File: config.mk
export PLATFORM = sky130hd
export DESIGN_NAME = bpsd_bridge_top
export DESIGN_NICKNAME = d
export VERILOG_FILES = /design/src/common/bpsd_pkg.sv /design/src/rtl/bpsd_sync2.sv /design/src/rtl/bpsd_deadband.sv /design/src/rtl/bpsd_bridge_top.sv
export SDC_FILE = /design/constraint.sdc
export NUM_CORES = 1
export LEC_CHECK = 0
export BUFFER_PORTS_ARGS = -buffer_cell sky130_fd_sc_hd__clkbuf_2
export CAP_MARGIN = 40
export CORE_ASPECT_RATIO = 1.5
export CORE_MARGIN = 5
export CORE_UTILIZATION = 31
export CTS_CLUSTER_DIAMETER = 30
export DETAILED_ROUTE_END_ITERATION = 12
export HOLD_SLACK_MARGIN = 0.15
export PLACE_DENSITY = 0.47
export SLEW_MARGIN = 20
export SYNTH_ARGS = -nofsm -noshare
export SYNTH_HDL_FRONTEND = slang
export SYNTH_SLANG_ARGS = --single-unit
File: constraint.sdc
create_clock -name ref_clk -period 11 [get_ports ref_clk]
set_clock_uncertainty 0.1 [all_clocks]
set_input_delay 2.2 -clock ref_clk [delete_from_list [all_inputs] [get_ports ref_clk]]
set_output_delay 2.2 -clock ref_clk [all_outputs]
set_load 0.02 [all_outputs]
File: src/common/bpsd_pkg.sv
//****************************************************************
// Purpose: Shared constants for the bridge steering block
// Assumes: One clock (ref_clk) equal to the oscillator period
// Notes:   Offsets, field positions and reset values live here
//****************************************************************
package bpsd_pkg;

   // ***************************************************
   // Register map
   // ***************************************************
   localparam logic [7:0] BPSD_CFG_OFS     = 8'h18;
   localparam logic [7:0] BPSD_ASD_OFS     = 8'h19;
   localparam logic [7:0] BPSD_CFG_RST     = 8'h00;
   localparam logic [7:0] BPSD_ASD_RST     = 8'h00;

   // ***************************************************
   // Field positions
   // ***************************************************
   localparam int BPSD_CFG_RESTART_BIT = 7;
   localparam int BPSD_CFG_DB_MSB      = 6;
   localparam int BPSD_ASD_STATUS_BIT  = 7;
   localparam int BPSD_ASD_INT_BIT     = 6;
   localparam int BPSD_ASD_B4_BIT      = 4;
   localparam int BPSD_ASD_AC_LSB      = 2;
   localparam int BPSD_ASD_BD_LSB      = 0;
   localparam int BPSD_DB_W            = 7;
   localparam int BPSD_CNT_W           = 16;

   // ***************************************************
   // Timing
   // ***************************************************
   localparam int BPSD_TOSC_NS        = 10;
   localparam int BPSD_CLK_NS         = 10;
   // Oscillator periods per instruction cycle
   localparam int BPSD_TOSC_PER_TCY   = 4;
   localparam int BPSD_TCY_CYCLES     = (BPSD_TOSC_PER_TCY * BPSD_TOSC_NS) / BPSD_CLK_NS;
   // Direction-change lead, in oscillator periods per prescale unit
   localparam int BPSD_LEAD_TOSC      = 4;
   localparam int BPSD_LEAD_UNIT      = (BPSD_LEAD_TOSC * BPSD_TOSC_NS) / BPSD_CLK_NS;
   localparam int BPSD_PRESCALE_1     = 1;
   localparam int BPSD_PRESCALE_4     = 4;
   localparam int BPSD_PRESCALE_16    = 16;

   // ***************************************************
   // Types
   // ***************************************************
   typedef enum logic [1:0] {
      BPSD_MODE_SINGLE = 2'h0,
      BPSD_MODE_FWD    = 2'h1,
      BPSD_MODE_HALF   = 2'h2,
      BPSD_MODE_REV    = 2'h3
   } bpsd_mode_e;

   // Shutdown state codes for a pin pair
   localparam logic [1:0] BPSD_SS_LOW  = 2'h0;
   localparam logic [1:0] BPSD_SS_HIGH = 2'h1;

endpackage : bpsd_pkg

File: src/rtl/bpsd_sync2.sv
//****************************************************************
// Purpose: Two-flop synchroniser, one per bit
// Assumes: Inputs are asynchronous pins
// Notes:   First stage feeds only the second stage
//****************************************************************
module bpsd_sync2 #(
   parameter int W = 2
) (
   // Clock and reset
   input  wire logic         ref_clk,
   input  wire logic         rst,
   // Data
   input  wire logic [W-1:0] async_in,
   output logic      [W-1:0] sync_out
);
   import bpsd_pkg::*;

   genvar i;
   generate
      for (i = 0; i < W; i++) begin : g_bit
         logic meta_reg;
         logic stab_reg;
         // Two stages, reset to idle-high pin level
         always_ff @(posedge ref_clk) begin
            if (rst) begin
               meta_reg <= 1'b1;
               stab_reg <= 1'b1;
            end else begin
               meta_reg <= async_in[i];
               stab_reg <= meta_reg;
            end
         end
         assign sync_out[i] = stab_reg;
      end
   endgenerate

endmodule : bpsd_sync2

File: src/rtl/bpsd_deadband.sv
//****************************************************************
// Purpose: Rising-edge delay for the two half-bridge outputs
// Assumes: tick is a one-cycle instruction-cycle enable
// Notes:   Falling edges pass with one cycle latency only
//****************************************************************
module bpsd_deadband #(
   parameter int DW = 7
) (
   // Clock and reset
   input  wire logic          ref_clk,
   input  wire logic          rst,
   // Control
   input  wire logic          tick,
   input  wire logic [DW-1:0] delay,
   // Requests and delayed outputs
   input  wire logic [1:0]    req,
   output logic      [1:0]    dly_out
);
   import bpsd_pkg::*;

   genvar i;
   generate
      for (i = 0; i < 2; i++) begin : g_ch
         logic [DW-1:0] cnt_reg;
         logic          out_reg;
         always_ff @(posedge ref_clk) begin
            if (rst || !req[i]) begin
               cnt_reg <= '0;
               out_reg <= 1'b0;
            end else if (!out_reg) begin
               if (cnt_reg == delay) begin
                  out_reg <= 1'b1;
               end else if (tick) begin
                  cnt_reg <= cnt_reg + 1'b1;
               end
            end
         end
         assign dly_out[i] = out_reg;
      end
   endgenerate

endmodule : bpsd_deadband

File: src/rtl/bpsd_bridge_top.sv
//****************************************************************
// Purpose: Output steering: direction, dead band, auto-shutdown
// Assumes: ref_clk is the oscillator; period_start from timer
// Notes:   Shutdown pin override is combinational on purpose
//****************************************************************
//
// Our own choice: strobed register access.
module bpsd_bridge_top
   import bpsd_pkg::*;
(
   // Clock and reset
   input  wire logic        ref_clk,
   input  wire logic        rst,
   // Register port
   input  wire logic [7:0]  reg_addr,
   input  wire logic [7:0]  reg_wdata,
   input  wire logic        reg_wr,
   input  wire logic        reg_rd,
   output logic      [7:0]  reg_rdata,
   // PWM engine side
   input  wire logic        period_start,
   input  wire logic        pwm_mod,
   input  wire logic [1:0]  timer_prescale_select,
   input  wire logic [1:0]  output_mode,
   // Shutdown pins, active low
   input  wire logic        shdn_int_n,
   input  wire logic        shdn_b4_n,
   // Bridge pins
   output logic             bridge_out_a,
   output logic             bridge_out_a_oe,
   output logic             bridge_out_b,
   output logic             bridge_out_b_oe,
   output logic             bridge_out_c,
   output logic             bridge_out_c_oe,
   output logic             bridge_out_d,
   output logic             bridge_out_d_oe
);

   // ***************************************************
   // Declarations
   // ***************************************************
   logic [7:0]            cfg_reg;
   logic                  status_reg;
   logic                  status_next;
   logic                  sel_int_reg;
   logic                  sel_b4_reg;
   logic [1:0]            ss_ac_reg;
   logic [1:0]            ss_bd_reg;
   logic [7:0]            rdata_reg;
   logic [1:0]            div_reg;
   logic                  tcy_tick;
   logic [BPSD_CNT_W-1:0] cyc_cnt_reg;
   logic [BPSD_CNT_W-1:0] per_len_reg;
   logic [BPSD_CNT_W-1:0] lead_cycles;
   logic [BPSD_CNT_W-1:0] lead_point;
   logic                  dir_reg;
   logic                  dir_req;
   logic                  dir_pending;
   logic                  lead_win;
   logic                  sd_period_reg;
   logic [1:0]            pins_sync;
   logic                  cause_sync;
   logic                  cause_async;
   logic                  hold_sd;
   logic                  wr_cfg;
   logic                  wr_asd;
   logic                  rd_cfg;
   logic                  rd_asd;
   logic [7:0]            asd_view;
   logic [1:0]            db_req;
   logic [1:0]            db_out;
   logic [3:0]            norm_next;
   logic [3:0]            norm_reg;
   logic [3:0]            sd_val;
   logic [3:0]            sd_oe;
   logic [3:0]            pin_val;
   logic [3:0]            pin_oe;
   bpsd_mode_e            mode;

   // ***************************************************
   // Register decode
   // ***************************************************
   // Address matches for the two registers
   assign wr_cfg = reg_wr && (reg_addr == BPSD_CFG_OFS);
   assign wr_asd = reg_wr && (reg_addr == BPSD_ASD_OFS);
   assign rd_cfg = reg_rd && (reg_addr == BPSD_CFG_OFS);
   assign rd_asd = reg_rd && (reg_addr == BPSD_ASD_OFS);

   // Read view of shutdown control, bit 5 reads zero
   assign asd_view = {status_reg, sel_int_reg, 1'b0, sel_b4_reg, ss_ac_reg, ss_bd_reg};

   // Configuration register
   always_ff @(posedge ref_clk) begin
      if (rst) begin
         cfg_reg <= BPSD_CFG_RST;
      end else if (wr_cfg) begin
         cfg_reg <= reg_wdata;
      end
   end

   // Shutdown control fields other than status
   // source selects bits 6 and 4
   always_ff @(posedge ref_clk) begin
      if (rst) begin
         sel_int_reg <= BPSD_ASD_RST[BPSD_ASD_INT_BIT];
         sel_b4_reg  <= BPSD_ASD_RST[BPSD_ASD_B4_BIT];
         ss_ac_reg   <= BPSD_ASD_RST[BPSD_ASD_AC_LSB +: 2];
         ss_bd_reg   <= BPSD_ASD_RST[BPSD_ASD_BD_LSB +: 2];
      end else if (wr_asd) begin
         sel_int_reg <= reg_wdata[BPSD_ASD_INT_BIT];
         sel_b4_reg  <= reg_wdata[BPSD_ASD_B4_BIT];
         ss_ac_reg   <= reg_wdata[BPSD_ASD_AC_LSB +: 2];
         ss_bd_reg   <= reg_wdata[BPSD_ASD_BD_LSB +: 2];
      end
   end

   // Read data, one cycle after the strobe, zero elsewhere
   always_ff @(posedge ref_clk) begin
      if (rst) begin
         rdata_reg <= 8'h00;
      end else if (rd_cfg) begin
         rdata_reg <= cfg_reg;
      end else if (rd_asd) begin
         rdata_reg <= asd_view;
      end else begin
         rdata_reg <= 8'h00;
      end
   end
   assign reg_rdata = rdata_reg;

   // ***************************************************
   // Instruction cycle enable
   // ***************************************************
   // Divide oscillator by four into a one-cycle tick
   always_ff @(posedge ref_clk) begin
      if (rst) begin
         div_reg <= 2'h0;
      end else if (div_reg == 2'(BPSD_TCY_CYCLES - 1)) begin
         div_reg <= 2'h0;
      end else begin
         div_reg <= div_reg + 2'h1;
      end
   end
   assign tcy_tick = (div_reg == 2'(BPSD_TCY_CYCLES - 1));

   // ***************************************************
   // Shutdown detection
   // ***************************************************
   // synchronise pins for status
   bpsd_sync2 #(
      .W (2)
   ) u_sync (
      .ref_clk  (ref_clk),
      .rst      (rst),
      .async_in ({shdn_int_n, shdn_b4_n}),
      .sync_out (pins_sync)
   );

   assign cause_sync  = (sel_int_reg && !pins_sync[1]) || (sel_b4_reg && !pins_sync[0]);
   // raw pin path for immediate forcing
   assign cause_async = (sel_int_reg && !shdn_int_n) || (sel_b4_reg && !shdn_b4_n);

   // Status bit next value, hardware set wins
   always_comb begin
      status_next = status_reg;
      if (cause_sync) begin
         status_next = 1'b1;
      end else if (wr_asd) begin
         status_next = reg_wdata[BPSD_ASD_STATUS_BIT];
      end else if (cfg_reg[BPSD_CFG_RESTART_BIT]) begin
         status_next = 1'b0;
      end
   end

   // Status register
   always_ff @(posedge ref_clk) begin
      if (rst) begin
         status_reg <= BPSD_ASD_RST[BPSD_ASD_STATUS_BIT];
      end else begin
         status_reg <= status_next;
      end
   end

   always_ff @(posedge ref_clk) begin
      if (rst) begin
         sd_period_reg <= 1'b0;
      end else if (period_start) begin
         sd_period_reg <= status_next;
      end else if (status_reg) begin
         sd_period_reg <= 1'b1;
      end
   end

   assign hold_sd = cause_async || status_reg || sd_period_reg;

   // ***************************************************
   // Period measure and direction change
   // ***************************************************
   // Cycle count within period and last period length
   always_ff @(posedge ref_clk) begin
      if (rst) begin
         cyc_cnt_reg <= '0;
         per_len_reg <= '0;
      end else if (period_start) begin
         cyc_cnt_reg <= '0;
         per_len_reg <= cyc_cnt_reg + 1'b1;
      end else begin
         cyc_cnt_reg <= cyc_cnt_reg + 1'b1;
      end
   end

   assign lead_cycles = (timer_prescale_select == 2'h0) ? BPSD_CNT_W'(BPSD_LEAD_UNIT * BPSD_PRESCALE_1)
                      : (timer_prescale_select == 2'h1) ? BPSD_CNT_W'(BPSD_LEAD_UNIT * BPSD_PRESCALE_4)
                      : BPSD_CNT_W'(BPSD_LEAD_UNIT * BPSD_PRESCALE_16);
   assign lead_point  = (per_len_reg > lead_cycles) ? per_len_reg - lead_cycles : '0;

   // Requested direction from the mode bits
   assign mode        = bpsd_mode_e'(output_mode);
   assign dir_req     = (mode == BPSD_MODE_REV);
   assign dir_pending = (mode == BPSD_MODE_FWD || mode == BPSD_MODE_REV) && (dir_req != dir_reg);
   assign lead_win    = dir_pending && (cyc_cnt_reg >= lead_point);

   always_ff @(posedge ref_clk) begin
      if (rst) begin
         dir_reg <= 1'b0;
      end else if (period_start) begin
         dir_reg <= dir_req;
      end
   end

   // ***************************************************
   // Half-bridge dead band
   // ***************************************************
   // seven-bit count in instruction cycles
   assign db_req = (mode == BPSD_MODE_HALF) ? {!pwm_mod, pwm_mod} : 2'h0;

   bpsd_deadband #(
      .DW (BPSD_DB_W)
   ) u_db (
      .ref_clk (ref_clk),
      .rst     (rst),
      .tick    (tcy_tick),
      .delay   (cfg_reg[BPSD_CFG_DB_MSB:0]),
      .req     (db_req),
      .dly_out (db_out)
   );

   // ***************************************************
   // Normal drive pattern {d, c, b, a}
   // ***************************************************
   always_comb begin
      norm_next = 4'h0;
      case (mode)
         BPSD_MODE_SINGLE: begin
            norm_next = {3'h0, pwm_mod};
         end
         BPSD_MODE_HALF: begin
            norm_next = {2'h0, db_out[1], db_out[0]};
         end
         default: begin
            // forward A on D pwm, reverse C on B pwm
            if (lead_win) begin
               norm_next = {1'b0, !dir_reg, 1'b0, dir_reg};
            end else if (dir_reg) begin
               norm_next = {1'b0, 1'b1, pwm_mod, 1'b0};
            end else begin
               norm_next = {pwm_mod, 1'b0, 1'b0, 1'b1};
            end
         end
      endcase
   end

   // Register the normal pattern
   always_ff @(posedge ref_clk) begin
      if (rst) begin
         norm_reg <= 4'h0;
      end else begin
         norm_reg <= norm_next;
      end
   end

   // ***************************************************
   // Pin override
   // ***************************************************
   // pair shutdown levels and enables
   assign sd_val = {ss_bd_reg == BPSD_SS_HIGH, ss_ac_reg == BPSD_SS_HIGH,
                    ss_bd_reg == BPSD_SS_HIGH, ss_ac_reg == BPSD_SS_HIGH};
   assign sd_oe  = {!ss_bd_reg[1], !ss_ac_reg[1], !ss_bd_reg[1], !ss_ac_reg[1]};

   assign pin_val = hold_sd ? sd_val : norm_reg;
   assign pin_oe  = hold_sd ? sd_oe  : 4'hF;

   assign bridge_out_a    = pin_val[0];
   assign bridge_out_b    = pin_val[1];
   assign bridge_out_c    = pin_val[2];
   assign bridge_out_d    = pin_val[3];
   assign bridge_out_a_oe = pin_oe[0];
   assign bridge_out_b_oe = pin_oe[1];
   assign bridge_out_c_oe = pin_oe[2];
   assign bridge_out_d_oe = pin_oe[3];

endmodule : bpsd_bridge_top

==> results of run 1 <==
-- cell usage after synthesis, types with 8 or more instances --
cell type  number
nand2b_1       10
mux2i_1        19
a21oi_1        13
xor2_1         27
nand3_1         8
nand4_1        10
a211oi_1       27
inv_1          15
nor2_1         82
ha_1           24
nor3_1         10
nand2_1        31
xnor2_1        22
dfxtp_1        83
clkbuf_1       17
-- power by group --
part	leakage (nW)	internal, W	total (W)	switching, W
sequential	0.674	0.000307	0.000313	0.00000587
clock	0.154	0.000201	0.000329	0.000128
combinational	1.12	0.0000319	0.0000726	0.0000407
total	1.95	0.000539	0.000714	0.000175
-- metrics by stage --
stage | total power, W | setup slack (ns) | hold WS (ns) | cells | instance area [sq um]
2_1_floorplan | 0.000372 | 5.64 | 0.289 | 473 | 4240
3_3_place_gp | 0.000392 | 5.25 | 0.290 | 660 | 4590
3_5_place_dp | 0.000393 | 5.24 | 0.293 | 661 | 4600
4_1_cts | 0.000728 | 5.24 | 0.310 | 677 | 4920
5_1_grt | 0.000750 | 5.22 | 0.328 | 677 | 4920
6_report | 0.000714 | 5.26 | 0.309 | 677 | 4920
-- cells in the final DEF, fill, tap and decap left out, drive strengths merged, types with 2 or more instances in the layout --
cell type and instances:
nor3b 2, nand2b 10, buf 4, nor4 3, nand4 10, nand3 8
nor2 82, or2 5, bufinv 2, and3b 2, mux2i 19, xnor2 22
nor2b 6, nand3b 4, a22oi 7, a2111oi 7, nor3 11, o211ai 2
o21ai 3, clkbuf 52, dfxtp 83, xor2 27, nand4b 2, clkinvlp 2
inv 17, a21oi 13, ha 24, nand2 31, and2 2, or4 2
mux2 5, or3 4, a211oi 27
-- cell type report --
cell class	count	area, sq um	share of cell area (%)
Sequential cell	83	1660	33.8
Timing Repair Buffer	47	243	4.93
Multi-Input combinational cell	354	2430	49.4
Clock buffer	9	225	4.58
Clock inverter	7	100	2.03
Inverter	15	56.3	1.14
Tap cell	162	203	4.12
-- cells by family after synthesis --
kind of cell | Yosys count | share of synthesized area [%]
compound gates | 69 | 12.5
xor+xnor | 49 | 10.1
fa+ha+maj | 24 | 7.08
buf+inv | 36 | 3.42
flops | 83 | 39.2
mux | 24 | 5.81
simple gates | 188 | 21.9
-- final timing paths --
kind                            start                        to  slack (ns)
max                         shdn_b4_n              bridge_out_b        5.26
max reg2reg            per_len_reg[6]               norm_reg[3]        7.24
min          u_sync.g_bit[1].meta_reg  u_sync.g_bit[1].stab_reg        0.31
min reg2reg  u_sync.g_bit[1].meta_reg  u_sync.g_bit[1].stab_reg        0.31
-- layer usage --
metal | global-route usage, % | vias to the layer above | share of wire [%]
li1 | - | 1734 | -
met5 | 0 | - | 0
met4 | 5.38 | 0 | 1.9
met3 | 2.74 | 12 | 3.2
met1 | 14.4 | 1616 | 41
met2 | 24.8 | 61 | 54
-- worst reg2reg max path: cells and delay by family, from the launching register on --
| kind | cells | cell delay, ns |
|---|---|---|
| flops | 1 | 0.32 |
| fa+ha+maj | 2 | 0.70 |
| simple gates | 5 | 0.91 |
| compound gates | 4 | 1.61 |
==> impl_metrics.json, run 1 <==
{
  "yosysTopAreaCell": "dfxtp_1",
  "cp-start-kind": "input port",
  "syn-num-nets": 525,
  "place_hpwl_microns": 7810,
  "gr-total-overflow": 0,
  "clk_latency_ns": 0.34,
  "ys_async_sr_fraction_pct": 0,
  "ir_worst_vdd_uv": 60.0,
  "path_cells": "clkbuf_2, o221ai_1, mux2_2, clkbuf_2",
  "grt_setup_unrepaired": "no",
  "viasPerCell": 5.06,
  "max-cap-violations": 0,
  "crit_path_max_fanout": 6,
  "drv_slew": 0,
  "drtIter0Drc": 53,
  "grt_max_degree": 55,
  "die_h_microns": 153,
  "yosys-top-cells-area": "dfxtp_1, nor2_1, ha_1",
  "fp.dieArea_sq_um": 16200,
  "drt_first_pass_iters": 4,
  "slew_headroom_pct": 51.2,
  "layout.nets": 562,
  "h-tree-depth": 3,
  "fin_setup_tns_ns": 0,
  "cts_resized": 0,
  "ys.flop_type": "dfxtp_1",
  "max_freq_ghz": 0.174,
  "numCtsBuffers": 9,
  "synth_seq_cells": 83,
  "worst-path-stages": 4,
  "worstSetupEndpointType": "output pin",
  "n_fill_cell": 1400,
  "path_class": "input port to output pin",
  "ctsHoldBuffers": 0,
  "remaining_drc_errors": 0,
  "hold_violations": 0,
  "min_path_type": "flop to flop",
  "synth_area_sq_um": 4240,
  "cts_num_sinks": 83,
  "power.leakage_nw": 1.95,
  "std_cell_rows": 52,
  "rr_worst_depth": 11,
  "grtUsageTotal_pct": 13.3,
  "port_buffers": 43,
  "synth_edf_count": 0,
  "grt_antenna_before_repair": 0,
  "cts_root_buf": "clkbuf_16",
  "tightestPinTransition_ns": 0.727,
  "cp.required_ns": 8.70,
  "io_pins": 44,
  "globalplace.congestion": 0.853,
  "yosysTopAreaCellShare_pct": 39.2,
  "die_x_microns": 105,
  "cts_buffer_depth": 2,
  "wl_per_cell_microns": 15.2,
  "postSynthCellCount": 473,
  "slowest_delay_ns": 0.58,
  "coreArea_sq_um": 13500,
  "drive_above_1_share_pct": 15.7,
  "synth.distinct_cells": 51,
  "area_delta_synth_final_pct": 16.1,
  "finalCritPeriodShare_pct": 52.2,
  "crit_buf_inv": 2,
  "totalWireLength_microns": 10300,
  "route.vias.total": 3423,
  "final_util_pct": 36.5,
  "postCtsSetupBuffers": 0,
  "grt_first_pass_wirelength_microns": 17300,
  "period_minus_slack_ns": 5.74,
  "critPathSlowestCell": "o221ai_1",
  "seq_area_frac_synth_pct": 39.2,
  "postSynthAreaPerCell_sq_um": 8.96,
  "initial_utilization_pct": 31.5,
  "synth_warnings": 0,
  "hold_path_depth": 1,
  "clk_pin_slew_ns": 0.06,
  "finalSetupViolations": 0,
  "grt_pass1_vias": 3453,
  "status": "completed",
  "cpLargestDelayFamily": "compound AO/OA/AOI/OAI gates",
  "cts_tree": "built",
  "p_per_area_nw_per_um2": 145,
  "critPathArrivalTime_ns": 3.44,
  "ant_nets": 0,
  "antenna_cells": 0,
  "cp_common_cell": "clkbuf_2"
}
Power figures use the tool's default switching activity.
==> run 2, diff against run 1 <==
--- a/config.mk
+++ b/config.mk
@@ -5,6 +5,7 @@
 export SDC_FILE = /design/constraint.sdc
 export NUM_CORES = 1
 export LEC_CHECK = 0
+export ABC_AREA = 1
 export BUFFER_PORTS_ARGS = -buffer_cell sky130_fd_sc_hd__clkbuf_2
 export CAP_MARGIN = 40
 export CORE_ASPECT_RATIO = 1.5
==> constraint.sdc (replaced) <==
create_clock -name ref_clk -period 5.85 [get_ports ref_clk]
set_clock_uncertainty 0.1 [all_clocks]
set_input_delay 1.17 -clock ref_clk [delete_from_list [all_inputs] [get_ports ref_clk]]
set_output_delay 1.17 -clock ref_clk [all_outputs]
set_load 0.02 [all_outputs]
==> impl_metrics.json, run 2 <==
{
  "status": "completed",
  "synth-compound-area-share_pct": 12.8,
  "yosysTopAreaCellShare_pct": 37.4,
  "grt_max_degree": 24,
  "r2r_slack_ns": 2.71,
  "synth_area_sq_um": 4440,
  "max-cap-violations": 0,
  "met3_length_microns": 316,
  "fp.dieArea_sq_um": 16900,
  "path_class": "input port to flop",
  "synth_edf_count": 0,
  "ys.flop_type": "dfxtp_1",
  "remaining_drc_errors": 0,
  "muxShareOfSynthArea_pct": 0,
  "coreArea_sq_um": 14100,
  "globalplace.congestion": 0.879,
  "min_from": "u_sync.g_bit[1].meta_reg",
  "synth-xor-area-share_pct": 7.30,
  "timing.rr.start": "per_len_reg[6]",
  "synth_top_family_by_area": "simple AND/OR/NAND/NOR gates",
  "met1Wirelength_microns": 4610,
  "worstSetupEndpointType": "flop",
  "cts_buffer_depth": 2,
  "area_delta_synth_final_pct": 15.1,
  "power.leakage_nw": 2.14,
  "seq_area_frac_synth_pct": 37.4,
  "ant_nets": 0,
  "grtUsageTotal_pct": 14.5,
  "postSynthAreaPerCell_sq_um": 7.48,
  "grt_pass1_vias": 3928,
  "die_x_microns": 108,
  "synth_common_cells": "nand2_1, dfxtp_1, inv_1, nor2_1, a21oi_1",
  "wl_per_cell_microns": 14.1,
  "setup_slack_ns": 2.07,
  "yosysTopAreaCell": "dfxtp_1",
  "cp-start-kind": "input port",
  "io_pins": 44,
  "drive_above_1_share_pct": 13.2,
  "cts_resized": 0,
  "hold_path_depth": 1,
  "synthSimpleGateAreaFrac_pct": 26.5,
  "ctsHoldBuffers": 0,
  "final_cell_mix": "nand2_1, inv_1, dfxtp_1",
  "cts_root_buf": "clkbuf_16",
  "cp.required_ns": 5.95,
  "min_path_type": "flop to flop",
  "synth_fa_ha_area_share_pct": 6.77,
  "synth_warnings": 0,
  "ys_async_sr_fraction_pct": 0,
  "antenna_cells": 0,
  "tightestPinTransition_ns": 0.751,
  "final_common_cell": "nand2_1",
  "syn-num-nets": 645,
  "place_hpwl_microns": 9230,
  "n_fill_cell": 1537,
  "ir_worst_vdd_uv": 113,
  "synth_seq_cells": 83,
  "die_h_microns": 157,
  "period_minus_slack_ns": 3.78,
  "slew_headroom_pct": 49.9,
  "grt_first_pass_wirelength_microns": 19300,
  "whs_endpoint": "u_sync.g_bit[1].stab_reg",
  "rr_worst_depth": 18,
  "synth.distinct_cells": 44,
  "fin_setup_tns_ns": 0,
  "route.met2.wl_microns": 6430,
  "totalWireLength_microns": 11700,
  "p_per_area_nw_per_um2": 238,
  "yosys-top-cells-area": "dfxtp_1, nand2_1, inv_1",
  "cts_num_sinks": 83,
  "r2r_end": "norm_reg[2]",
  "drt_first_pass_iters": 4,
  "viasPerCell": 4.78,
  "gr-total-overflow": 0,
  "postSynthCellCount": 593,
  "clk_latency_ns": 0.34,
  "dr.max_layer_used": "met4",
  "max_freq_ghz": 0.265,
  "critPathArrivalTime_ns": 3.89,
  "pre_cts_slack_ns": 1.69,
  "yosysMostFrequentCell": "nand2_1",
  "finalSetupViolations": 0,
  "cts_tree": "built",
  "hold_violations": 0,
  "postCtsSetupBuffers": 0,
  "route.vias.total": 3970,
  "std_cell_rows": 53,
  "drv_slew": 0,
  "h-tree-depth": 3,
  "numCtsBuffers": 9,
  "grt_antenna_before_repair": 0,
  "clk_pin_slew_ns": 0.06,
  "layout.nets": 685,
  "port_buffers": 43,
  "initial_utilization_pct": 31.6,
  "p_total_w": 0.00122,
  "finalCritPeriodShare_pct": 64.6,
  "grt_setup_unrepaired": "no",
  "crit_path_max_fanout": 14,
  "drtIter0Drc": 168
}
## run 2: cell count changes in the layout (fill, tap and decap cells not counted), sizes merged, moves of 7 or more
cell,previous run,this run
nor2,82,61
o22ai,1,13
o21ai,3,35
inv,17,87
mux2i,19,0
nand2b,10,0
nand2,31,92
xor2,27,20
nand3,8,43
a211oi,27,0
nand4,10,22
a2111oi,7,0
a21oi,13,48
## run 2: metal layers
layer | GRT usage (%) | vias up
met4 | 6.08 | 0
met3 | 2.48 | 22
met5 | 0 | -
li1 | - | 2036
met2 | 27.6 | 65
met1 | 15.4 | 1847
## run 2: worst max path at each step
stage	startpoint	endpoint	slack [ns]	depth (start not counted)
2_1_floorplan	timer_prescale_select[1]	norm_reg[0]	2.36	22
3_3_place_gp	timer_prescale_select[1]	norm_reg[2]	1.71	21
3_5_place_dp	timer_prescale_select[1]	norm_reg[2]	1.69	21
4_1_cts	shdn_int_n	bridge_out_d	2.02	6
5_1_grt	timer_prescale_select[1]	norm_reg[2]	1.72	21
6_report	timer_prescale_select[1]	norm_reg[2]	2.07	21
## run 2: final cells by class
cell class | instances | area [sq um] | area share, %
Clock buffer | 11 | 243 | 4.75
Multi-Input combinational cell | 408 | 2370 | 46.4
Tap cell | 192 | 240 | 4.70
Sequential cell | 83 | 1660 | 32.5
Inverter | 86 | 323 | 6.32
Timing Repair Buffer | 45 | 235 | 4.60
Clock inverter | 5 | 37.5 | 0.735
## run 2: worst max-delay path, cell delays in order
cell      delay (ns)
clkbuf_2        0.10
inv_1           0.07
nand2_1         0.05
ha_1            0.31
nand4_2         0.13
o21ai_2         0.19
inv_2           0.08
o21ai_4         0.33
inv_2           0.09
or2_1           0.22
ha_1            0.31
a21oi_1         0.15
nand2_1         0.08
nand2_1         0.06
nand2_1         0.09
nand2_1         0.07
nand2_1         0.10
nand2_1         0.10
nand2_1         0.07
nand3_1         0.07
nor2_1          0.04
## run 2: power by group
group | switching (W) | internal [W]
Combinational | 0.0000658 | 0.0000362
Sequential | 0.00000380 | 0.000572
Clock | 0.000239 | 0.000301
## run 2: cell families after synthesis
kind of cell / after synthesis
xor gates and xnor gates: 37
AOI/OAI and AO/OA: 102
adders and majority gates: 24
DFF: 83
buffers and inverters: 102
and+or+nand+nor: 245
## run 2: per-stage QoR
step,hold slack [ns],area [sq um],cells,utilization (%)
6_report,0.302,5110,830,36.3
3_3_place_gp,0.298,4810,812,34.2
3_5_place_dp,0.294,4830,814,34.4
4_1_cts,0.304,5110,830,36.3
5_1_grt,0.323,5110,830,36.3
2_1_floorplan,0.289,4440,593,-
